--- src/design/sbp_pkg.sv ---
// sbp_pkg: shared types and constants for the static branch predictor.
// assumes a single core clock; the fetch/decode partner presents one branch per cycle.
package sbp_pkg;
   // ****************************************
   // sizes and encodings
   // ****************************************
   localparam int ADDR_W = 32;
   localparam int RAS_DEPTH = 16;
   localparam int RAS_PTR_W = 4;
   localparam logic [7:0] HINT_TAKEN = 8'h3E;
   localparam logic [7:0] HINT_NOT_TAKEN = 8'h2E;
   localparam logic [ADDR_W-1:0] ADDR_ZERO = 32'h0000_0000;
   localparam logic [RAS_PTR_W-1:0] PTR_ONE = 4'h1;
   localparam logic [RAS_PTR_W-1:0] PTR_ZERO = 4'h0;

   typedef enum logic [2:0] {
      SBP_BR_NONE = 3'b000,
      SBP_BR_COND_REL = 3'b001,
      SBP_BR_UNCOND = 3'b010,
      SBP_BR_CALL = 3'b011,
      SBP_BR_RET = 3'b100,
      SBP_BR_INDIRECT = 3'b101,
      SBP_BR_PAUSE = 3'b110
   } sbp_kind_e;

   typedef enum logic [1:0] {
      SBP_SRC_STATIC = 2'b00,
      SBP_SRC_HINT = 2'b01,
      SBP_SRC_DYN = 2'b10,
      SBP_SRC_RAS = 2'b11
   } sbp_src_e;

   // one branch presented by decode
   typedef struct packed {
      logic valid;
      sbp_kind_e kind;
      logic [ADDR_W-1:0] pc;
      logic [ADDR_W-1:0] target;
      logic [ADDR_W-1:0] next_pc;
      logic [7:0] prefix;
      logic prefix_valid;
      logic trace_build;
      logic btb_hit;
      logic btb_taken;
      logic [ADDR_W-1:0] btb_target;
      logic trace_ret_valid;
      logic [ADDR_W-1:0] trace_ret_target;
   } sbp_req_s;

   // prediction answer
   typedef struct packed {
      logic valid;
      logic taken;
      logic [ADDR_W-1:0] target;
      sbp_src_e source;
      logic alloc_ok;
      logic throttle;
      logic order_flush_mask;
   } sbp_resp_s;
endpackage

--- src/design/sbp_predictor.sv ---
// sbp_predictor: direction and target prediction for one branch per cycle.
// assumes decode classifies branches and reports branch target buffer lookups.
//
// Summary of operation
// - with no branch_target_buffer history an active hint, else the static algorithm, decides direction.
// - unconditional branches and calls are predicted taken statically.
// - backward conditional branches are predicted taken statically.
// - forward conditional branches are predicted not taken statically.
// - indirect branches are predicted not taken statically.
// - prefix 3E is a taken hint and 2E a not-taken hint.
// - hints count only on relative conditional branches.
// - hints count only while a trace is being built.
// - an active hint beats the static rule when the buffer has no prediction.
// - hints are advice only and never change architectural results.
// - a sixteen-entry return stack supplies return targets.
// - call and return info kept with a resident trace is used beyond stack depth.
// - the spin-wait hint behaves as a no-operation.
// - the spin-wait hint throttles the loop and masks the ordering flush.
// - never-taken conditional branches get no buffer allocation.
// - an indirect branch with a buffer entry predicts its previous target.
`timescale 1ns/1ps
module sbp_predictor (
   // clock and reset
   input wire logic clk_in,
   input wire logic rst_in,
   // request from decode
   input sbp_pkg::sbp_req_s req_in,
   // actual outcome from retire, for allocation decisions
   input wire logic resolved_taken_in,
   // prediction
   output sbp_pkg::sbp_resp_s resp_out
);
   import sbp_pkg::*;

   // ****************************************
   // combinational decision
   // ****************************************
   logic [ADDR_W-1:0] ras_mem_q [RAS_DEPTH];
   logic [RAS_PTR_W-1:0] ras_top_q;
   logic [RAS_PTR_W:0] ras_cnt_q;
   sbp_resp_s resp_d, resp_q;
   logic is_cond, hint_ok, hint_t, hint_nt, backward;

   assign is_cond = req_in.kind == SBP_BR_COND_REL;
   // hints gated by branch type and trace-build phase; ignoring them is always safe
   assign hint_ok = req_in.prefix_valid && is_cond && req_in.trace_build;
   assign hint_t = hint_ok && req_in.prefix == HINT_TAKEN;
   assign hint_nt = hint_ok && req_in.prefix == HINT_NOT_TAKEN;
   assign backward = req_in.target < req_in.pc;

   // priority: return stack, buffer, hint, static
   always_comb begin
      resp_d = '0;
      resp_d.valid = req_in.valid && req_in.kind != SBP_BR_NONE;
      resp_d.target = req_in.next_pc;
      resp_d.source = SBP_SRC_STATIC;
      case (req_in.kind)
         SBP_BR_PAUSE: begin
            resp_d.taken = 1'b0;
            resp_d.throttle = req_in.valid;
            resp_d.order_flush_mask = req_in.valid;
         end
         SBP_BR_RET: begin
            resp_d.taken = 1'b1;
            resp_d.source = SBP_SRC_RAS;
            if (req_in.trace_ret_valid) begin
               resp_d.target = req_in.trace_ret_target;
            end else if (ras_cnt_q != '0) begin
               resp_d.target = ras_mem_q[ras_top_q];
            end
         end
         SBP_BR_UNCOND, SBP_BR_CALL: begin
            resp_d.taken = 1'b1;
            resp_d.target = req_in.target;
         end
         SBP_BR_INDIRECT: begin
            if (req_in.btb_hit) begin
               resp_d.taken = 1'b1;
               resp_d.target = req_in.btb_target;
               resp_d.source = SBP_SRC_DYN;
            end else begin
               resp_d.taken = 1'b0;
            end
         end
         SBP_BR_COND_REL: begin
            if (req_in.btb_hit) begin
               resp_d.taken = req_in.btb_taken;
               resp_d.source = SBP_SRC_DYN;
            end else if (hint_t || hint_nt) begin
               resp_d.taken = hint_t;
               resp_d.source = SBP_SRC_HINT;
            end else begin
               resp_d.taken = backward;
            end
            if (resp_d.taken) begin
               resp_d.target = req_in.target;
            end
         end
         default: resp_d.taken = 1'b0;
      endcase
      // conditional branches only earn a buffer entry once taken
      resp_d.alloc_ok = resp_d.valid && !(is_cond && !resolved_taken_in);
   end

   // ****************************************
   // registered answer
   // ****************************************
   // outputs registered to keep decode timing paths short
   always_ff @(posedge clk_in or posedge rst_in) begin
      if (rst_in) begin
         resp_q <= '0;
      end else begin
         resp_q <= resp_d;
      end
   end
   assign resp_out = resp_q;

   // ****************************************
   // return address stack
   // ****************************************
   logic do_push, do_pop;
   assign do_push = req_in.valid && req_in.kind == SBP_BR_CALL;
   assign do_pop = req_in.valid && req_in.kind == SBP_BR_RET && ras_cnt_q != '0;

   // pointer wraps, so deep call chains lose the oldest entry rather than fault
   always_ff @(posedge clk_in or posedge rst_in) begin
      if (rst_in) begin
         ras_top_q <= PTR_ZERO;
         ras_cnt_q <= '0;
      end else if (do_push) begin
         ras_top_q <= ras_top_q + PTR_ONE;
         if (ras_cnt_q != (RAS_PTR_W+1)'(RAS_DEPTH)) begin
            ras_cnt_q <= ras_cnt_q + 1'b1;
         end
      end else if (do_pop) begin
         ras_top_q <= ras_top_q - PTR_ONE;
         ras_cnt_q <= ras_cnt_q - 1'b1;
      end
   end

   // one storage slot per entry
   for (genvar i = 0; i < RAS_DEPTH; i++) begin : g_ras
      always_ff @(posedge clk_in or posedge rst_in) begin
         if (rst_in) begin
            ras_mem_q[i] <= ADDR_ZERO;
         end else if (do_push && (ras_top_q + PTR_ONE) == RAS_PTR_W'(i)) begin
            ras_mem_q[i] <= req_in.next_pc;
         end
      end
   end

   // ****************************************
   // checks
   // ****************************************
   property p_uncond;
      @(posedge clk_in) disable iff (rst_in)
      req_in.valid && (req_in.kind == SBP_BR_CALL || req_in.kind == SBP_BR_UNCOND)
         |=> resp_out.taken && resp_out.target == $past(req_in.target);
   endproperty
   a_uncond: assert property (p_uncond) else $error("unconditional not taken");

   property p_back;
      @(posedge clk_in) disable iff (rst_in)
      req_in.valid && is_cond && !req_in.btb_hit && !hint_ok && backward |=> resp_out.taken;
   endproperty
   a_back: assert property (p_back) else $error("backward not taken");

   property p_fwd;
      @(posedge clk_in) disable iff (rst_in)
      req_in.valid && is_cond && !req_in.btb_hit && !hint_ok && !backward
         |=> !resp_out.taken && resp_out.target == $past(req_in.next_pc);
   endproperty
   a_fwd: assert property (p_fwd) else $error("forward taken");

   property p_ind;
      @(posedge clk_in) disable iff (rst_in)
      req_in.valid && req_in.kind == SBP_BR_INDIRECT && !req_in.btb_hit |=> !resp_out.taken;
   endproperty
   a_ind: assert property (p_ind) else $error("indirect static taken");

   property p_hint;
      @(posedge clk_in) disable iff (rst_in)
      req_in.valid && is_cond && !req_in.btb_hit && req_in.trace_build && req_in.prefix_valid
         && req_in.prefix == HINT_NOT_TAKEN |=> !resp_out.taken && resp_out.source == SBP_SRC_HINT;
   endproperty
   a_hint: assert property (p_hint) else $error("not-taken hint ignored");

   property p_nobuild;
      @(posedge clk_in) disable iff (rst_in)
      req_in.valid && !req_in.trace_build |=> resp_out.source != SBP_SRC_HINT;
   endproperty
   a_nobuild: assert property (p_nobuild) else $error("hint used outside build");

   property p_ras;
      @(posedge clk_in) disable iff (rst_in)
      req_in.valid && req_in.kind == SBP_BR_CALL ##1
         req_in.valid && req_in.kind == SBP_BR_RET && !req_in.trace_ret_valid
         |=> resp_out.target == $past(req_in.next_pc, 2);
   endproperty
   a_ras: assert property (p_ras) else $error("return target wrong");

   property p_pause;
      @(posedge clk_in) disable iff (rst_in)
      req_in.valid && req_in.kind == SBP_BR_PAUSE |=> resp_out.throttle && !resp_out.taken;
   endproperty
   a_pause: assert property (p_pause) else $error("pause not a throttled nop");

   property p_alloc;
      @(posedge clk_in) disable iff (rst_in)
      req_in.valid && is_cond && !resolved_taken_in |=> !resp_out.alloc_ok;
   endproperty
   a_alloc: assert property (p_alloc) else $error("never-taken branch allocated");

   // buffer, hint and trace paths that the static checks above leave alone
   property p_ind_dyn;
      @(posedge clk_in) disable iff (rst_in)
      req_in.valid && req_in.kind == SBP_BR_INDIRECT && req_in.btb_hit
         |=> resp_out.taken && resp_out.target == $past(req_in.btb_target);
   endproperty
   a_ind_dyn: assert property (p_ind_dyn) else $error("indirect ignored buffer target");

   property p_hint_tk;
      @(posedge clk_in) disable iff (rst_in)
      req_in.valid && is_cond && !req_in.btb_hit && req_in.trace_build && req_in.prefix_valid
         && req_in.prefix == HINT_TAKEN
         |=> resp_out.taken && resp_out.target == $past(req_in.target);
   endproperty
   a_hint_tk: assert property (p_hint_tk) else $error("taken hint ignored");

   property p_trace_ret;
      @(posedge clk_in) disable iff (rst_in)
      req_in.valid && req_in.kind == SBP_BR_RET && req_in.trace_ret_valid
         |=> resp_out.taken && resp_out.target == $past(req_in.trace_ret_target);
   endproperty
   a_trace_ret: assert property (p_trace_ret) else $error("trace return target unused");
endmodule

--- config.mk ---
export PLATFORM = sky130hd
export DESIGN_NAME = sbp_predictor
export DESIGN_NICKNAME = d
export VERILOG_FILES = /design/src/design/sbp_pkg.sv /design/src/design/sbp_predictor.sv
export SDC_FILE = /design/constraint.sdc
export NUM_CORES = 1
export LEC_CHECK = 0
export BUFFER_PORTS_ARGS = -buffer_cell sky130_fd_sc_hd__buf_2
export CAP_MARGIN = 15
export CORE_MARGIN = 3
export CORE_UTILIZATION = 60
export DETAILED_ROUTE_END_ITERATION = 10
export PLACE_DENSITY = 0.77
export SETUP_SLACK_MARGIN = 0.5
export SLEW_MARGIN = 5
export SYNTH_ARGS = -nofsm -noshare
export SYNTH_HDL_FRONTEND = slang
export SYNTH_SLANG_ARGS = --single-unit
--- constraint.sdc ---
create_clock -name clk_in -period 35.8 [get_ports clk_in]
set_input_delay 1.79 -clock clk_in [delete_from_list [all_inputs] [get_ports clk_in]]
set_output_delay 1.79 -clock clk_in [all_outputs]
set_load 0.005 [all_outputs]
==> impl_metrics.json, run 1 <==
{
  "outcome": "finished, final reports clean",
  "path_max_fanout": 52,
  "drv_cap": 0,
  "slew_viol_final": 0,
  "syn-num-nets": 2338,
  "critPathCapture": "resp_out[23]$_DFF_PP0_",
  "coreArea_um2": 45800,
  "clkLatencyLatePin_ps": 610,
  "hold_class": "flop to flop",
  "vias": 19052,
  "finalSetupTns_ps": 0,
  "crit_path_end_kind": "flop",
  "synth_area_leaders": "dfrtp_1, mux2_2, mux4_2",
  "die-area_um2": 49400,
  "place_hpwl_um": 49100,
  "htreeDepth": 2,
  "grt_antenna_before_repair": 5,
  "yosys_warnings": 0,
  "synth_xor_area_frac": 0.00312,
  "synth.area.mux_share": 0.322,
  "synth_top_cell_area_share": 0.499,
  "finalHoldViolations": 0,
  "holdWs_ps": 501,
  "wire_per_inst_um": 26.8,
  "synth_top_cells_by_count": "dfrtp_1, mux2_2, mux2i_1, mux4_2, clkbuf_1",
  "synthCells": 2117,
  "grt_overflow": 0,
  "ys_seq_area_frac": 0.499,
  "pin_count": 219,
  "vdd_drop_max_uv": 43.3,
  "stdcell_area_um2": 31400,
  "synth_area_um2": 28100,
  "wl_met3_um": 6630,
  "slew_headroom": 0.190,
  "cp-startpoint": "ras_top_q[0]$_DFFE_PP0P_",
  "ctsResizeCount": 0,
  "setup_slack_ps": 30730,
  "ctsRootBufferMaster": "clkbuf_16",
  "grt_pass1_vias": 20071,
  "synth_compound_area_frac": 0.0820,
  "r2r-start": "ras_top_q[0]$_DFFE_PP0P_",
  "cellLeakagePower_uw": 0.0151,
  "fillers": 3166,
  "drtIter0Drc": 2023,
  "synth_top_family_by_area": "multiplexers",
  "die_h_um": 222,
  "nNetsFinal": 2441,
  "start_util": 0.613,
  "finalSetupViolCount": 0,
  "rrSetupSlack_ps": 30730,
  "area_delta_synth_final_pct": 11.7,
  "rsz0062_at_grt": "no",
  "gp_congestion": 0.936,
  "dp_slack_ps": 30720,
  "finalNonFillerCells": 2869,
  "post-cts-setup-buffers": 0,
  "fin_crit_sh": 0.142,
  "rows": 78,
  "grt_usage": 0.309,
  "synth_top_flop_cell": "dfrtp_1",
  "cts_buffer_depth": 3,
  "numClockSinks": 559,
  "route.met2.wl_um": 36200,
  "cts_tree": "yes",
  "top_layer": "met5",
  "synth-adder-area-share": 0.0185,
  "syn_avg_cell_area_um2": 13.3,
  "ys_seq_elements": 559,
  "cts_buffers": 56,
  "skew_ps": 19.6,
  "yosysUniqueCellTypes": 63,
  "powerDensity_nw_per_um2": 72.1,
  "ant_nets": 0,
  "postCtsHoldBufs": 0,
  "synth_edf_count": 0,
  "wl_met1_um": 30700,
  "max_freq_mhz": 197,
  "fin_crit_ps": 5070,
  "grt_pass1_wl_um": 118000,
  "synth-simple-area-share": 0.0326,
  "drc": 0,
  "r2r-end": "resp_out[23]$_DFF_PP0_",
  "via_per_inst": 6.64,
  "port_buffers": 218,
  "critPathLaunchType": "flop",
  "clkTransAtPathRegs_ps": 60,
  "cp.arrival_ps": 5550,
  "grt_max_degree": 209,
  "worstSetupPathType": "flop to flop",
  "dp.cells": 2761,
  "synth.most_common_cell": "dfrtp_1",
  "place_area_um2": 29400,
  "die_width_um": 222,
  "crit_required_ps": 36280,
  "tightest_slew_ps": 1210,
  "worst_r2r_path_depth": 9,
  "drive_above_1_share": 0.446,
  "wl_um": 76800,
  "synthArstFlopShare": 1.00,
  "drt_pass1_iterations": 6,
  "synth_top_area_cell": "dfrtp_1"
}
-- critical path: stages, from the launching register on --
cell      delay [ps]
dfrtp_4          820
buf_4            790
buf_4            870
buf_4            690
mux4_2           580
mux2i_1          250
nor2_1            90
o32ai_2          320
a21oi_1          110
o2bb2a_2         290
-- placed cells by master (no fill, tap or decap), drive strengths merged, types with 11 or more instances in the layout --
cell type / netlist / final
o21ai: 40 / 40
inv: 69 / 71
a31oi: 18 / 18
buf: 110 / 256
o2bb2a: 13 / 13
nand2: 29 / 29
ha: 40 / 40
mux2: 515 / 515
mux2i: 107 / 107
nand3: 25 / 25
a22oi: 47 / 47
nand4: 20 / 20
a2bb2oi: 16 / 16
o22ai: 28 / 28
clkbuf: 101 / 84
a21oi: 86 / 86
clkinv: 0 / 11
mux4: 96 / 96
dfrtp: 559 / 559
a32o: 13 / 13
o32ai: 12 / 12
nor2: 72 / 72
a211o: 12 / 12
-- area by class of cell --
cell class | count | area [um2] | share of cell area
multi-input cells | 1278 | 13000 | 0.415
inverters | 69 | 267 | 0.00850
clock buffers | 84 | 1690 | 0.0538
well taps | 600 | 751 | 0.0239
diodes | 3 | 7.51 | 0.000239
repair buffers | 256 | 1400 | 0.0447
clock inverters | 20 | 238 | 0.00758
flip-flops and latches | 559 | 14000 | 0.446
-- power by group --
group | switching (uW) | internal [uW]
Sequential | 126 | 827
Clock | 246 | 361
Combinational | 342 | 358
Total | 714 | 1550
-- per-layer routing --
metal,vias up,track usage
li1,8014,-
met1,9873,0.414
met2,956,0.498
met3,205,0.0645
met4,4,0.122
met5,-,0
-- kinds of logic after synthesis --
kind of cell,Yosys count
muxes,718
DFF,559
AOI/OAI and AO/OA,323
buffers and inverters,280
and+or+nand+nor,186
adders and majority gates,41
xor gates and xnor gates,10
-- metrics by stage --
| stage | utilization | power [uW] |
|---|---|---|
| final | 0.685 | 2260 |
| after floorplan | - | 1450 |
| after global routing | 0.685 | 2360 |
| after detailed placement | 0.642 | 1650 |
| after global placement | 0.642 | 1620 |
| after CTS | 0.684 | 2260 |
-- state kept, by name (all words and copies together), names as in the netlist --
| register | flops |
|---|---|
| ras_mem_q | 512 |
| resp_out | 38 |
| ras_cnt_q | 5 |
| ras_top_q | 4 |
-- worst min path at each step --
| stage | startpoint | endpoint | slack [ps] | cells past startpoint |
|---|---|---|---|---|
| floorplan | ras_mem_q[487]$_DFFE_PP0P_ | ras_mem_q[487]$_DFFE_PP0P_ | 470 | 1 |
| global placement | ras_mem_q[302]$_DFFE_PP0P_ | ras_mem_q[302]$_DFFE_PP0P_ | 480 | 1 |
| detailed placement | ras_mem_q[38]$_DFFE_PP0P_ | ras_mem_q[38]$_DFFE_PP0P_ | 490 | 1 |
| CTS | ras_mem_q[38]$_DFFE_PP0P_ | ras_mem_q[38]$_DFFE_PP0P_ | 500 | 1 |
| global route | ras_mem_q[455]$_DFFE_PP0P_ | ras_mem_q[455]$_DFFE_PP0P_ | 510 | 1 |
| finish | ras_mem_q[38]$_DFFE_PP0P_ | ras_mem_q[38]$_DFFE_PP0P_ | 500 | 1 |
No activity file was read; power rests on OpenSTA's default activity.
==> inputs of run 2 (changes only) <==
--- a/config.mk
+++ b/config.mk
@@ -8,9 +8,9 @@
 export BUFFER_PORTS_ARGS = -buffer_cell sky130_fd_sc_hd__buf_2
 export CAP_MARGIN = 15
 export CORE_MARGIN = 3
-export CORE_UTILIZATION = 60
+export CORE_UTILIZATION = 55
 export DETAILED_ROUTE_END_ITERATION = 10
-export PLACE_DENSITY = 0.77
+export PLACE_DENSITY = 0.74
 export SETUP_SLACK_MARGIN = 0.5
 export SLEW_MARGIN = 5
 export SYNTH_ARGS = -nofsm -noshare
==> constraint.sdc (replaced) <==
create_clock -name clk_in -period 4.2 [get_ports clk_in]
set_input_delay 0.21 -clock clk_in [delete_from_list [all_inputs] [get_ports clk_in]]
set_output_delay 0.21 -clock clk_in [all_outputs]
set_load 0.005 [all_outputs]
==> impl_metrics.json, run 2 (synthesis gave the netlist of run 1 again) <==
{
  "outcome": "finished, final reports clean",
  "grt_max_degree": 158,
  "worstSetupPathType": "flop to flop",
  "vias": 19326,
  "largest_register_ffs": 512,
  "pin_count": 219,
  "grt_pass1_vias": 20212,
  "mostFrequentLayoutCell": "dfrtp_1",
  "cts_tree": "yes",
  "rrSetupSlack_ps": 710,
  "skew_ps": 31.0,
  "die-area_um2": 53800,
  "path_max_fanout": 21,
  "dp.cells": 2857,
  "drc": 0,
  "clkTransAtPathRegs_ps": 70,
  "tightest_slew_ps": 967,
  "rsz0062_at_grt": "no",
  "slew_headroom": 0.355,
  "fin_crit_ps": 3490,
  "min_delay_path_depth": 4,
  "clkLatencyLatePin_ps": 620,
  "finalNonFillerCells": 2993,
  "port_buffers": 218,
  "postCtsHoldBufs": 28,
  "holdCritStartpoint": "req_in[76]",
  "grt_overflow": 0,
  "finalSetupTns_ps": 0,
  "fillers": 3765,
  "finalHoldViolations": 0,
  "holdPathEnd": "resp_out[3]$_DFF_PP0_",
  "post-cts-setup-buffers": 0,
  "drtIter0Drc": 1715,
  "top_register": "ras_mem_q",
  "gp_congestion": 0.940,
  "cts_buffers": 56,
  "cellLeakagePower_uw": 0.0153,
  "holdWs_ps": 25.0,
  "place_area_um2": 29800,
  "ant_nets": 0,
  "max_freq_mhz": 286,
  "coreArea_um2": 50300,
  "total_power_uw": 19300,
  "drt_pass1_iterations": 7,
  "wire_per_inst_um": 26.9,
  "crit_required_ps": 4760,
  "hold_class": "input pin to flop",
  "grt_pass1_wl_um": 123000,
  "layout_common_cells": "dfrtp_1, mux2_2, buf_2, mux2i_1, mux4_2",
  "r2r-end": "resp_out[10]$_DFF_PP0_",
  "stdcell_area_um2": 32000,
  "vdd_drop_max_uv": 387,
  "fin_crit_sh": 0.832,
  "slew_viol_final": 0,
  "start_util": 0.558,
  "htreeDepth": 2,
  "area_delta_synth_final_pct": 13.9,
  "via_per_inst": 6.46,
  "drv_cap": 0,
  "grt_usage": 0.299,
  "numClockSinks": 559,
  "critPathLaunchType": "flop",
  "drive_above_1_share": 0.443,
  "regArea_um2": 14000,
  "crit_path_end_kind": "flop",
  "multiInputGateArea_um2": 13000,
  "wl_um": 80600,
  "worst_r2r_path_depth": 9,
  "place_hpwl_um": 52500,
  "grt_antenna_before_repair": 7,
  "cp.arrival_ps": 4060,
  "die_width_um": 232,
  "ctsResizeCount": 0,
  "ctsRootBufferMaster": "clkbuf_16",
  "die_h_um": 232,
  "cts_buffer_depth": 3,
  "nNetsFinal": 2492,
  "rows": 82,
  "finalSetupViolCount": 0,
  "powerDensity_nw_per_um2": 603,
  "r2r-start": "ras_cnt_q[0]$_DFFE_PP0P_"
}
-- run 2: layout make-up --
| cell class | count | share of cell area |
|---|---|---|
| antenna | 5 | 0.000392 |
| clock buffer | 85 | 0.0517 |
| clock inverter | 18 | 0.00595 |
| inverter | 69 | 0.00822 |
| multi-input combinational | 1278 | 0.407 |
| sequential | 559 | 0.438 |
| tap | 672 | 0.0263 |
| timing repair buffer | 307 | 0.0623 |
-- run 2: worst max path at each step --
stage,depth (start not counted),from,end,slack (ps)
3_5_place_dp,7,ras_top_q[0]$_DFFE_PP0P_,resp_out[17]$_DFF_PP0_,1090
4_1_cts,9,ras_cnt_q[0]$_DFFE_PP0P_,resp_out[10]$_DFF_PP0_,740
2_1_floorplan,1,rst_in,ras_cnt_q[0]$_DFFE_PP0P_,-3620
3_3_place_gp,10,req_in[143],resp_out[36]$_DFF_PP0_,1110
5_1_grt,9,ras_cnt_q[0]$_DFFE_PP0P_,resp_out[10]$_DFF_PP0_,550
6_report,9,ras_cnt_q[0]$_DFFE_PP0P_,resp_out[10]$_DFF_PP0_,710
-- run 2: critical path, cell delays in order (launching register included) --
cell           delay, ps
dfrtp_1              440
or4_4                610
nor2_4               710
buf_4                380
nor2_1               110
nand3_1              180
a21oi_1              130
a21oi_1              180
a2bb2oi_1            150
dlygate4sd3_1        550
-- run 2: stage by stage --
step                       util  setup WS, ps
after CTS                 0.635           740
final                     0.636           707
after floorplan               -         -3620
after detailed placement  0.593          1090
after global routing      0.635           547
after global placement    0.593          1110
-- run 2: report_power, final --
group | switching, uW | internal [uW] | total (uW) | leakage [uW]
logic | 2990 | 3130 | 6130 | 0.00686
registers | 1060 | 7050 | 8110 | 0.00754
clock network | 2120 | 2890 | 5020 | 0.000895
-- run 2: per-layer routing --
metal  vias to the layer above  GRT usage  routed length (um)
li1                       8121          -                   -
met1                     10062      0.401               32500
met2                       930      0.472               37300
met3                       211     0.0682                7280
met4                         2      0.130                3540
met5                         -          0                  20
